--- src/hdl/rsw_map.svh ---
`ifndef RSW_MAP_SVH
`define RSW_MAP_SVH

// Oscillator rate in kHz.
`define RSW_CLK_KHZ 20000
// Reset hold time in ms, inside the 140 to 400 ms window.
`define RSW_HOLD_MS 200
// Watchdog period in ms.
`define RSW_WD_MS 1600
// Least stable time of the manual reset input in ns.
`define RSW_DEBOUNCE_NS 1000
// Supply dips shorter than this time in ns are ignored.
`define RSW_DIP_NS 2000
// The strobe is pulled high for the last 1/8 of each period.
`define RSW_PULL_HI_DIV 8
// Default reset output polarity, one for active low.
`define RSW_RESET_ACTIVE_LOW 1'b1
// Reset values of the filtered inputs.
`define RSW_SUPPLY_INIT 1'b0
`define RSW_MR_INIT 1'b1
`define RSW_STROBE_INIT 1'b0

`endif

--- src/hdl/rsw_pkg.sv ---
package rsw_pkg;

  typedef enum logic [1:0] {
    rsw_st_assert,
    rsw_st_hold,
    rsw_st_run
  } rsw_rst_state_t;

endpackage : rsw_pkg

--- src/hdl/rsw_filter.sv ---
`timescale 1ns/10ps

module rsw_filter #(
  parameter int unsigned COUNT = 1,
  parameter logic INIT = 1'b0
) (
  input wire logic clk,
  input wire logic rst_n,
  input wire logic din,
  output logic dout
);

  logic sync1_ff;
  logic sync2_ff;
  logic out_ff;
  logic [15:0] cnt_ff;
  logic [15:0] nxt_cnt;
  logic differ;
  logic accept;

  // Two flops bring the pin into the clock domain; the level must then stay stable.
  assign differ = sync2_ff != out_ff;
  assign accept = differ && (cnt_ff == 16'(COUNT - 1));
  assign nxt_cnt = (differ && !accept) ? cnt_ff + 16'h0001 : 16'h0000;
  assign dout = out_ff;

  always_ff @(posedge clk) begin
    if (!rst_n) begin
      sync1_ff <= INIT;
      sync2_ff <= INIT;
      out_ff <= INIT;
      cnt_ff <= 16'h0000;
    end else begin
      sync1_ff <= din;
      sync2_ff <= sync1_ff;
      cnt_ff <= nxt_cnt;
      if (accept) begin
        out_ff <= sync2_ff;
      end
    end
  end

endmodule : rsw_filter

--- src/hdl/rsw_top.sv ---
// Operation
// - After the supply comes good, reset stays asserted for the hold time before release.
// - A supply that stays low for the 2 us dip time asserts reset and holds it while the supply stays low.
// - A low manual reset input asserts reset; the input idles high when unconnected.
// - The manual reset input is debounced so each press held for at least 1 us gives at least a full hold pulse.
// - The hold countdown after a manual reset starts only once the input is high again.
// - The fault output goes low when the strobe shows no edge within the watchdog period.
// - Any strobe edge before expiry restarts the watchdog count from zero.
// - The watchdog count stays idle while reset is asserted and runs once it is released.
// - A low supply drives the fault output low whatever the watchdog count is.
// - A floating strobe input disables the watchdog, so no fault is raised.
// - The strobe is weakly pulled low for 7/8 of each period and high for the last 1/8.
// - The pull pattern repeats every period, even while a driver holds the strobe, which re-enables checking.
// - Supply dips shorter than about 2 us are filtered out and do not cause reset.
// - The reset hold time lies between 140 ms and 400 ms, typically 200 ms.
`timescale 1ns/10ps
`include "rsw_map.svh"

module rsw_top #(
  parameter logic [21:0] HOLD_CYC = 22'(`RSW_HOLD_MS * `RSW_CLK_KHZ),
  parameter logic [24:0] WD_CYC = 25'(`RSW_WD_MS * `RSW_CLK_KHZ),
  parameter logic RESET_ACTIVE_LOW = `RSW_RESET_ACTIVE_LOW
) (
  input wire logic clk,
  input wire logic rst_n,
  input wire logic supply_ok,
  input wire logic manual_reset_n,
  input wire logic watchdog_strobe_in,
  output logic watchdog_strobe_out,
  output logic watchdog_strobe_oe,
  output logic cpu_reset,
  output logic watchdog_fault_n
);

  // Least times round up to whole cycles.
  localparam int unsigned DEB_CYC = (`RSW_DEBOUNCE_NS * `RSW_CLK_KHZ + 999999) / 1000000;
  localparam int unsigned DIP_CYC = (`RSW_DIP_NS * `RSW_CLK_KHZ + 999999) / 1000000;
  localparam logic [24:0] PH_HI = WD_CYC - (WD_CYC / 25'(`RSW_PULL_HI_DIV));

  logic supply_q;
  logic mr_q;
  logic strobe_q;
  logic supply_bad;
  logic cause;
  rsw_pkg::rsw_rst_state_t state_ff;
  rsw_pkg::rsw_rst_state_t nxt_state;
  logic [21:0] hold_cnt_ff;
  logic [21:0] nxt_hold_cnt;
  logic reset_active;
  logic nxt_reset_active;
  logic cpu_reset_ff;
  logic strobe_prev_ff;
  logic toggle;
  logic [24:0] wd_cnt_ff;
  logic [24:0] nxt_wd_cnt;
  logic fault_n_ff;
  logic [24:0] phase_ff;
  logic [24:0] nxt_phase;
  logic pull_out_ff;
  logic pull_oe_ff;
  logic follow_lo_ff;
  logic open_ff;
  logic low_end;
  logic period_end;

  rsw_filter #(.COUNT(DIP_CYC), .INIT(`RSW_SUPPLY_INIT)) u_supply (
    .clk(clk),
    .rst_n(rst_n),
    .din(supply_ok),
    .dout(supply_q)
  );

  rsw_filter #(.COUNT(DEB_CYC), .INIT(`RSW_MR_INIT)) u_mr (
    .clk(clk),
    .rst_n(rst_n),
    .din(manual_reset_n),
    .dout(mr_q)
  );

  rsw_filter #(.COUNT(1), .INIT(`RSW_STROBE_INIT)) u_strobe (
    .clk(clk),
    .rst_n(rst_n),
    .din(watchdog_strobe_in),
    .dout(strobe_q)
  );

  assign supply_bad = !supply_q;
  assign cause = supply_bad || !mr_q;
  assign reset_active = state_ff != rsw_pkg::rsw_st_run;
  assign nxt_reset_active = nxt_state != rsw_pkg::rsw_st_run;

  // Any cause sends the machine back to assert; hold counts only with no cause present.
  always_comb begin
    nxt_state = state_ff;
    case (state_ff)
      rsw_pkg::rsw_st_assert: begin
        if (!cause) begin
          nxt_state = rsw_pkg::rsw_st_hold;
        end
      end
      rsw_pkg::rsw_st_hold: begin
        if (cause) begin
          nxt_state = rsw_pkg::rsw_st_assert;
        end else if (hold_cnt_ff == HOLD_CYC - 22'h00_0001) begin
          nxt_state = rsw_pkg::rsw_st_run;
        end
      end
      rsw_pkg::rsw_st_run: begin
        if (cause) begin
          nxt_state = rsw_pkg::rsw_st_assert;
        end
      end
      default: begin
        nxt_state = rsw_pkg::rsw_st_assert;
      end
    endcase
  end

  assign nxt_hold_cnt = (state_ff == rsw_pkg::rsw_st_hold && !cause) ?
                        hold_cnt_ff + 22'h00_0001 : 22'h00_0000;

  // Watchdog: cleared by reset, by the open state and by every strobe edge.
  assign toggle = strobe_q != strobe_prev_ff;
  assign nxt_wd_cnt = (reset_active || open_ff || toggle) ? 25'h000_0000 :
                      (wd_cnt_ff == WD_CYC - 25'h000_0001) ? wd_cnt_ff :
                      wd_cnt_ff + 25'h000_0001;

  // Free-running period drives the weak pull pattern used for open detection.
  assign period_end = phase_ff == WD_CYC - 25'h000_0001;
  assign low_end = phase_ff == PH_HI - 25'h000_0001;
  assign nxt_phase = period_end ? 25'h000_0000 : phase_ff + 25'h000_0001;

  always_ff @(posedge clk) begin
    if (!rst_n) begin
      state_ff <= rsw_pkg::rsw_st_assert;
      hold_cnt_ff <= 22'h00_0000;
      cpu_reset_ff <= 1'b1 ^ RESET_ACTIVE_LOW;
      strobe_prev_ff <= `RSW_STROBE_INIT;
      wd_cnt_ff <= 25'h000_0000;
      fault_n_ff <= 1'b0;
    end else begin
      state_ff <= nxt_state;
      hold_cnt_ff <= nxt_hold_cnt;
      cpu_reset_ff <= nxt_reset_active ^ RESET_ACTIVE_LOW;
      strobe_prev_ff <= strobe_q;
      wd_cnt_ff <= nxt_wd_cnt;
      fault_n_ff <= !(supply_bad || nxt_wd_cnt == WD_CYC - 25'h000_0001);
    end
  end

  always_ff @(posedge clk) begin
    if (!rst_n) begin
      phase_ff <= 25'h000_0000;
      pull_out_ff <= 1'b0;
      pull_oe_ff <= 1'b0;
      follow_lo_ff <= 1'b0;
      open_ff <= 1'b0;
    end else begin
      phase_ff <= nxt_phase;
      pull_out_ff <= nxt_phase >= PH_HI;
      pull_oe_ff <= 1'b1;
      if (low_end) begin
        follow_lo_ff <= !strobe_q;
      end
      if (period_end) begin
        open_ff <= follow_lo_ff && strobe_q;
      end
    end
  end

  assign cpu_reset = cpu_reset_ff;
  assign watchdog_fault_n = fault_n_ff;
  assign watchdog_strobe_out = pull_out_ff;
  assign watchdog_strobe_oe = pull_oe_ff;

  logic [22:0] quiet_ff;
  logic out_active;
  assign out_active = cpu_reset_ff ^ RESET_ACTIVE_LOW;

  always_ff @(posedge clk) begin
    if (!rst_n || cause) begin
      quiet_ff <= 23'h00_0000;
    end else if (quiet_ff != 23'h7F_FFFF) begin
      quiet_ff <= quiet_ff + 23'h00_0001;
    end
  end
endmodule : rsw_top

--- config.mk ---
export PLATFORM = sky130hd
export DESIGN_NAME = rsw_top
export DESIGN_NICKNAME = d
export VERILOG_FILES = /design/src/hdl/rsw_pkg.sv /design/src/hdl/rsw_filter.sv /design/src/hdl/rsw_top.sv
export VERILOG_INCLUDE_DIRS = /design/src /design/src/hdl
export SDC_FILE = /design/constraint.sdc
export NUM_CORES = 1
export LEC_CHECK = 0
export BUFFER_PORTS_ARGS = -buffer_cell sky130_fd_sc_hd__buf_2
export CAP_MARGIN = 15
export CORE_UTILIZATION = 28
export CTS_BUF_LIST = sky130_fd_sc_hd__clkbuf_8
export DETAILED_ROUTE_END_ITERATION = 10
export HOLD_SLACK_MARGIN = 0.02
export PLACE_DENSITY_LB_ADDON = 0.12
export SLEW_MARGIN = 20
export SYNTH_ARGS = -nofsm -noshare
export SYNTH_HDL_FRONTEND = slang
export SYNTH_SLANG_ARGS = --single-unit
--- constraint.sdc ---
create_clock -name clk -period 4.7 [get_ports clk]
set_input_delay 0.235 -clock clk [delete_from_list [all_inputs] [get_ports clk]]
set_output_delay 0.235 -clock clk [all_outputs]
set_load 0.005 [all_outputs]
== After elaboration in Yosys (flattened, before gate mapping) ==
Index checks and enable logic that the tools add are counted.
Word-level totals
  register bits: 138
  latch bits: 0
  RAM bits: 0
  ROM bits: 0
  output and inout port bits: 4
  logic and storage cells: 81
  memories: 0
Operators by class
  add/sub/neg operators: 6
  multipliers: 0
  div/mod/pow operators: 0
  magnitude comparators: 1
  equality and inequality tests: 15
  shift-type cells: 0
  multiplexer cells: 9
  bitwise operators: 1
  reductions and logical operators: 26
Operator list (number)
  $eq A25 B25 Y1 const B: 4
  $mux W25: 3
  $add A25 B1 Y25 const B: 2
  $add A16 B1 Y16 const B: 3
  $ge A25 B25 Y1 const B: 1
  $add A22 B1 Y22 const B: 1
  $eq A22 B22 Y1 const B: 1
  $eq A16 B5 Y1 const B: 1
  $eq A16 B6 Y1 const B: 1
  $logic_not A16 Y1: 1
  $logic_and A1 B1 Y1: 8
  $logic_not A1 Y1: 8
  $mux W2: 4
  $reduce_and A2 Y1: 4
  $pmux W2 S3: 1
  $logic_or A1 B1 Y1: 4
  $ne A1 B1 Y1: 4
  $ne A2 B2 Y1 const B: 2
  $eq A2 B1 Y1 const B: 1
  $eq A2 B2 Y1 const B: 1
  $logic_not A2 Y1: 1
  $mux W1: 1
  $not A1 Y1: 1

== Depth between registers and ports, before layout ==
Gate-level depths: netlist (run 1).
  depth in word-level cells: 7
  mapped depth: 9
  depth with buffers taken out: 8

== By module ==
Synthesis (run 1) repeated with hierarchy kept, for this count alone.
Second synthesis, totals
  cells, all modules: 745
  area total of the unflattened synthesis: 6525.0 µm²
By module, submodules not included
  rsw_top: instances 1, cells each 478, area each 4056.4 µm², sequential area each 1621.6 µm²
  rsw_filter at u_strobe: instances 1, cells each 92, area each 852.1 µm², sequential area each 380.4 µm²
  rsw_filter at u_mr: instances 1, cells each 88, area each 817.0 µm², sequential area each 380.4 µm²
  rsw_filter at u_supply: instances 1, cells each 87, area each 799.5 µm², sequential area each 380.4 µm²

== Worst setup path before layout (run 1) ==
OpenSTA, ideal clock, no wires.
  path kind: reg-to-reg
  start: register wd_cnt_ff[0]
  end: register fault_n_ff (netlist: watchdog_fault_n)
  library setup time: 129 ps
  arrival time: 1924 ps
  data required time: 4571 ps
  slack: 2647 ps
  cell stages (with the launch flop): 7
  buffers on the path: 0
  cell sequence: dfxtp_1 -> nand3_1 -> or3_1 -> nor3_2 -> mux2_1 -> a211oi_1 -> a31oi_1
On the way
  word-level cells in the longest chain between the ends: 6
RTL lines
  from (decl): RTL line rsw_top.sv:54  | logic [24:0] wd_cnt_ff;
  from (signal assigned): RTL line rsw_top.sv:146  | wd_cnt_ff <= nxt_wd_cnt;
  $add A25 B1 Y25 or $eq A25 B25 Y1 (tied branches): RTL line rsw_top.sv:126, rsw_top.sv:125
  $mux W25 *: RTL line rsw_top.sv:125  | (wd_cnt_ff == WD_CYC - 25'h000_0001) ? wd_cnt_ff :
  $mux W25 *: RTL line rsw_top.sv:124  | assign nxt_wd_cnt = (reset_active || open_ff || toggle) ? 25'h000_0000 :
  $eq A25 B25 Y1 *: RTL line rsw_top.sv:147  | fault_n_ff <= !(supply_bad || nxt_wd_cnt == WD_CYC - 25'h000_0001);
  $logic_or A1 B1 Y1 *: RTL line rsw_top.sv:147
  $logic_not A1 Y1 *: RTL line rsw_top.sv:147
  to (signal assigned): RTL line rsw_top.sv:147
  to (decl): RTL line rsw_top.sv:56  | logic fault_n_ff;
Mark *: on every way between the ends. The rest lies on a longest branch, timed or not.
A chain may end at the register's enable or synchronous reset.

== Final worst setup path (run 1) ==
Ends and elaborated chain as after synthesis.

==> out/metrics.cfg, run 1 <==
[outcome]
status = complete, no violations

[floorplan]
ios = 9
rows = 55
die_x_um = 155
die_height_um = 155
floorplan.initialDensity_pct = 28.7
die-area_sq_um = 24100
core_area_sq_um = 22800

[timing]
min_period_ps = 2410
max_slew_margin_pct = 41.7
setup_viol = 0
rsz0062_at_grt = false
fin_tns_setup_ps = 0
skew_ps = 13.2
finalHoldViolCount = 0
finalMaxSlewViolations = 0
clock.fmax_ghz = 0.415
worst_pin_slew_ps = 868
final.period_utilization_pct = 51.3

[clock_network]
root_buffer = clkbuf_8
insertion_delay_ps = 440
cts_resized = 0
cts_tree = done
clock_path_buffers = 2
htreeDepth = 4
clkTransAtPathRegs_ps = 80
numCtsBuffers = 17
cts.sink_count = 138

[placed_design]
port_buffers = 8
gp_congestion = 0.874
dp_hpwl_um = 9640

[yosys]
synth_seq_cells = 138
syn_inst = 760
syn_area_sq_um = 6570
async_flop_share_pct = 0
yosysSeqAreaShare_pct = 42.1
ys.flop_type = dfxtp_1
synth_cell_types = 61
synth_fp_nets = 772
ys_warn_count = 0
avgSynthCellArea_sq_um = 8.64
synth-edff-count = 0

[detailed_routing]
routedWlPerCell_um = 12.6
drc_errors = 0
routed_wl_um = 13700
vias = 5113
drt_iter0_markers = 372
ant_nets = 0
viasPerCell = 4.71
drtPass1Iterations = 4

[global_route]
grt_pass1_vias = 4957
grt_max_degree = 30
grt_pass1_wl_um = 23900
grt.overflow.total = 0
antenna_found_initial = 0
track_usage_pct = 12.2

[setup_path]
cp_data_required_time_ps = 5020
worst-path-max-fanout = 6
critPathLaunchType = flop
end_kind = flop
setup.worst_path.class = reg2reg
arrival_ps = 2730

[layout]
layout-drive-gt1-share_pct = 7.25
nNetsFinal = 772
final_cell_mix = 138 x dfxtp_1, 128 x nor2_1, 63 x nand2_1, 63 x xor2_1, 44 x nand3_1
post-route-util_pct = 31.7
area_growth_pct = 10.2
diodes = 0
final_common_cell = dfxtp_1

[pwr]
peakVddDrop_mv = 0.176
power_leakage_nw = 2.44
power.density_nw_per_um2 = 294

[hold_path]
worst_hold_path_type = in2reg

[run]
cap_violations = 0

[registers in the layout, indices dropped and copies added (netlist names), 2 cells and up]
signal,count
hold_cnt_ff,22
phase_ff,25
state_ff,2
u_mr.cnt_ff,16
u_strobe.cnt_ff,16
u_supply.cnt_ff,16
wd_cnt_ff,25
[final timing paths]
check	start	to	slack, ps	cells after the start
min	rst_n	watchdog_strobe_oe	210	1
max	wd_cnt_ff[0]	watchdog_fault_n	2290	8
max reg2reg	wd_cnt_ff[0]	watchdog_fault_n	2290	8
min reg2reg	u_mr.sync1_ff	u_mr.sync2_ff	410	1
[cell type report]
cell class | count | area [sq um]
fillers | 2452 | 15600
multi-input cells | 583 | 3610
flip-flops and latches | 138 | 2760
well taps | 313 | 392
clock buffers | 19 | 262
clock inverters | 12 | 110
repair buffers | 11 | 70.1
inverters | 9 | 33.8
[synth_stat cells (3+ instances only)]
library cell | count | area share, %
a211oi_1 | 3 | 0.34
a21oi_1 | 13 | 0.99
a31oi_1 | 7 | 0.67
and2_1 | 18 | 1.7
and3_1 | 32 | 3.0
and3_2 | 3 | 0.34
and4_1 | 9 | 1.2
buf_2 | 7 | 0.53
buf_4 | 4 | 0.46
clkbuf_1 | 15 | 0.86
dfxtp_1 | 138 | 42
ha_1 | 7 | 1.3
inv_1 | 9 | 0.51
mux2i_1 | 5 | 0.76
nand2_1 | 63 | 3.6
nand2b_1 | 8 | 0.76
nand3_1 | 44 | 3.4
nand4_1 | 24 | 2.3
nor2_1 | 128 | 7.3
nor2b_1 | 3 | 0.29
nor3_1 | 14 | 1.1
nor3_2 | 3 | 0.46
nor3b_1 | 5 | 0.57
nor4_1 | 15 | 1.4
nor4b_1 | 6 | 0.80
o2111ai_1 | 3 | 0.40
o21a_1 | 5 | 0.57
o21ai_0 | 14 | 1.1
or3_1 | 13 | 1.2
xnor2_1 | 43 | 5.7
xor2_1 | 63 | 8.4
[logic make-up after synthesis]
kind of cell / synth area share (%)
simple gates: 32.5
flops: 42.1
xor+xnor: 14.1
compound gates: 5.98
buf+inv: 2.99
fa+ha+maj: 1.33
mux: 0.934
[per-layer routing]
metal	share of wire (%)	GRT usage [%]	vias up
met5	0	0	-
met4	0.85	4.34	0
met1	50	15.3	2431
met2	47	20.2	49
li1	-	-	2625
met3	2.4	3.09	8
[where the power goes]
group          internal, W  switching, W
Clock             0.000485      0.000440
Combinational   0.00000845     0.0000128
Sequential         0.00117    0.00000399
[metrics by stage]
stage | instances | hold slack (ps) | area (sq um) | setup slack (ps) | power (W)
2_1_floorplan | 760 | 263 | 6570 | 2650 | 0.00122
6_report | 1085 | 211 | 7240 | 2290 | 0.00212
3_5_place_dp | 1051 | 398 | 6840 | 2220 | 0.00123
4_1_cts | 1085 | 209 | 7240 | 2190 | 0.00218
5_1_grt | 1085 | 214 | 7240 | 2000 | 0.00223
3_3_place_gp | 1051 | 391 | 6840 | 2270 | 0.00123
[worst max-delay path, stage by stage, from the launching register on]
cell and delay, ps:
dfxtp_1 430, ha_1 240, nand2_1 170, nor3_1 380
nand4_1 300, a31oi_1 290, o211ai_1 110, nor4_1 250
a31oi_1 120
[repair_timing]
action	4_1_cts	5_1_grt
setup buffers	0	0
hold endpoints to repair	3	0
hold buffers	3	0
Note: power is estimated with default switching activity, not from simulation.
==> inputs of run 2 (changes only) <==
Clock period 4.7 ns to 2.1 ns, I/O delays scaled along.
==> out/metrics.cfg, run 2 (synthesized netlist as in run 1, its figures left out) <==
[placed_design]
place_inst = 1124  ; was 1051
gp_congestion = 0.833  ; was 0.874
dp_slack_ps = -183  ; was 2220 ps
placed_area_sq_um = 7400  ; was 6840 sq um
port_buffers = 8  ; unchanged
dp_hpwl_um = 10700  ; was 9640 um

[timing]
fin_tns_setup_ps = 0  ; unchanged
min_period_ps = 2040  ; was 2410 ps
setup_viol = 0  ; unchanged
clock.fmax_ghz = 0.489  ; was 0.415 GHz
finalHoldViolCount = 0  ; unchanged
rsz0062_at_grt = true  ; was false
setup_slack_ps = 56.7  ; was 2290 ps
skew_ps = 13.2  ; about the same
finalMaxSlewViolations = 0  ; unchanged
worst_pin_slew_ps = 711  ; was 868 ps
max_slew_margin_pct = 52.5  ; was 41.7%
final.period_utilization_pct = 97.3  ; was 51.3%

[global_route]
met3_usage_pct = 3.15  ; was 3.09%
grt_max_degree = 29  ; was 30
use_met2_pct = 21.5  ; was 20.2%
track_usage_pct = 12.9  ; was 12.2%
antenna_found_initial = 0  ; unchanged
grt.overflow.total = 0  ; unchanged
top_usage_layer = met2  ; unchanged
grt_pass1_vias = 5249  ; was 4957
grtUsageMet1_pct = 16.5  ; was 15.3%
grt_pass1_wl_um = 25000  ; was 23900 um

[floorplan]
die-area_sq_um = 24100  ; unchanged
die_height_um = 155  ; unchanged
rows = 55  ; unchanged
ios = 9  ; unchanged
die_x_um = 155  ; unchanged
core_area_sq_um = 22800  ; unchanged
floorplan.initialDensity_pct = 28.7  ; unchanged

[layout]
diodes = 0  ; unchanged
area_growth_pct = 22.9  ; was 10.2%
layout-drive-gt1-share_pct = 19.9  ; was 7.25%
top_regs = phase_ff x25, wd_cnt_ff x25, hold_cnt_ff x22  ; unchanged
layout.cells.non_filler = 1168  ; was 1085
nNetsFinal = 854  ; was 772
postLayoutCellArea_sq_um = 8070  ; was 7240 sq um
final_cell_mix = 126 x nor2_1, 126 x dfxtp_1, 79 x buf_4  ; was 138 x dfxtp_1, 128 x nor2_1, 63 x nand2_1, 63 x xor2_1, 44 x nand3_1

[pwr]
power.density_nw_per_um2 = 625  ; was 294 nW/um^2
peakVddDrop_mv = 0.455  ; was 0.176 mV
power.share.switching_pct = 23.4  ; was 21.5%
pwr-share-comb_pct = 1.3  ; was 1.0%
seq_power_share_pct = 52.4  ; was 55.5%
intPower_w = 0.00386  ; was 0.00167 W
power_leakage_nw = 2.90  ; was 2.44 nW
p_switching_w = 0.00118  ; was 0.000457 W
pwr-share-clk_pct = 46.3  ; was 43.5%

[clock_network]
clkTransAtPathRegs_ps = 90  ; was 80 ps
clock_path_buffers = 2  ; unchanged
root_buffer = clkbuf_8  ; unchanged
cts.sink_count = 138  ; unchanged
numCtsBuffers = 17  ; unchanged
insertion_delay_ps = 440  ; about the same
cts_tree = done  ; unchanged
htreeDepth = 4  ; unchanged

[setup_path]
worst-path-max-fanout = 4  ; was 6
arrival_ps = 2410  ; was 2730 ps
cp_data_required_time_ps = 2470  ; was 5020 ps
crit_start = phase_ff[1]  ; was wd_cnt_ff[0]
setup.worst_path.class = reg2reg  ; unchanged
reg2reg_from = phase_ff[1]  ; was wd_cnt_ff[0]
end_kind = flop  ; unchanged
critPathLaunchType = flop  ; unchanged

[detailed_routing]
routed_wl_um = 14800  ; was 13700 um
routedWlPerCell_um = 12.7  ; was 12.6 um
viasPerCell = 4.61  ; was 4.71
ant_nets = 0  ; unchanged
drtPass1Iterations = 4  ; unchanged
vias = 5385  ; was 5113
drt_iter0_markers = 228  ; was 372
drc_errors = 0  ; unchanged

[hold_path]
worst_hold_path_type = in2reg  ; unchanged
hp-start = manual_reset_n  ; was rst_n

[run]
cap_violations = 0  ; unchanged

[outcome]
status = complete, no violations  ; unchanged

run 2: per-layer routing:
layer  up-vias  wire, um  part of all wire, %
met5         -         0                    0
met4         0       128                 0.87
met1      2540      7270                   49
met3         9       390                  2.6
met2        44      7010                   47
li1       2792         -                    -
run 2: power by group through the flow:
stage               registers [W]  logic [W]  clock network [W]
detailed placement        0.00270  0.0000588                  0
floorplan                 0.00270  0.0000359                  0
CTS                       0.00264  0.0000655            0.00243
finish                    0.00264  0.0000650            0.00234
global placement          0.00270  0.0000581                  0
global route              0.00264  0.0000759            0.00255
run 2: cell type report:
class	count	area [sq um]
fillers	2382	14800
multi-input cells	583	3740
flip-flops and latches	138	2780
repair buffers	93	704
well taps	313	392
clock buffers	17	234
clock inverters	15	189
inverters	9	33.8
run 2: final timing paths:
| check | end | depth (start not counted) | slack [ps] |
|---|---|---|---|
| max | watchdog_strobe_out | 10 | 60 |
| min | u_mr.sync1_ff | 3 | 410 |
| min reg2reg | u_mr.sync2_ff | 1 | 410 |
| max reg2reg | watchdog_strobe_out | 10 | 60 |
run 2: metrics by stage:
| step | hold WS (ps) | total power, W | utilization (%) |
|---|---|---|---|
| floorplan | 133 | 0.00273 | - |
| global placement | 322 | 0.00276 | 32.4 |
| detailed placement | 320 | 0.00276 | 32.4 |
| CTS | 379 | 0.00514 | 34.9 |
| global route | 389 | 0.00527 | 35.3 |
| finish | 409 | 0.00504 | 35.3 |
run 2: critical path: stages (launching register included):
cell and delay, ps:
dfxtp_2 360, ha_4 150, nand4_4 90, buf_6 150, nor4_4 240, buf_4 180, nand2_4 50, nor4b_2 210
o21ai_1 100, a221o_1 300, a31oi_1 140
run 2: what timing repair did:
| item | in CTS | in global routing |
|---|---|---|
| gates cloned | 0 | 0 |
| hold buffers | 4 | 0 |
| setup buffers | 6 | 2 |
| setup endpoints to repair | 2 | 17 |
| resized for setup | 16 | 20 |
| hold endpoints to repair | 5 | 0 |
| pin swaps | 5 | 4 |
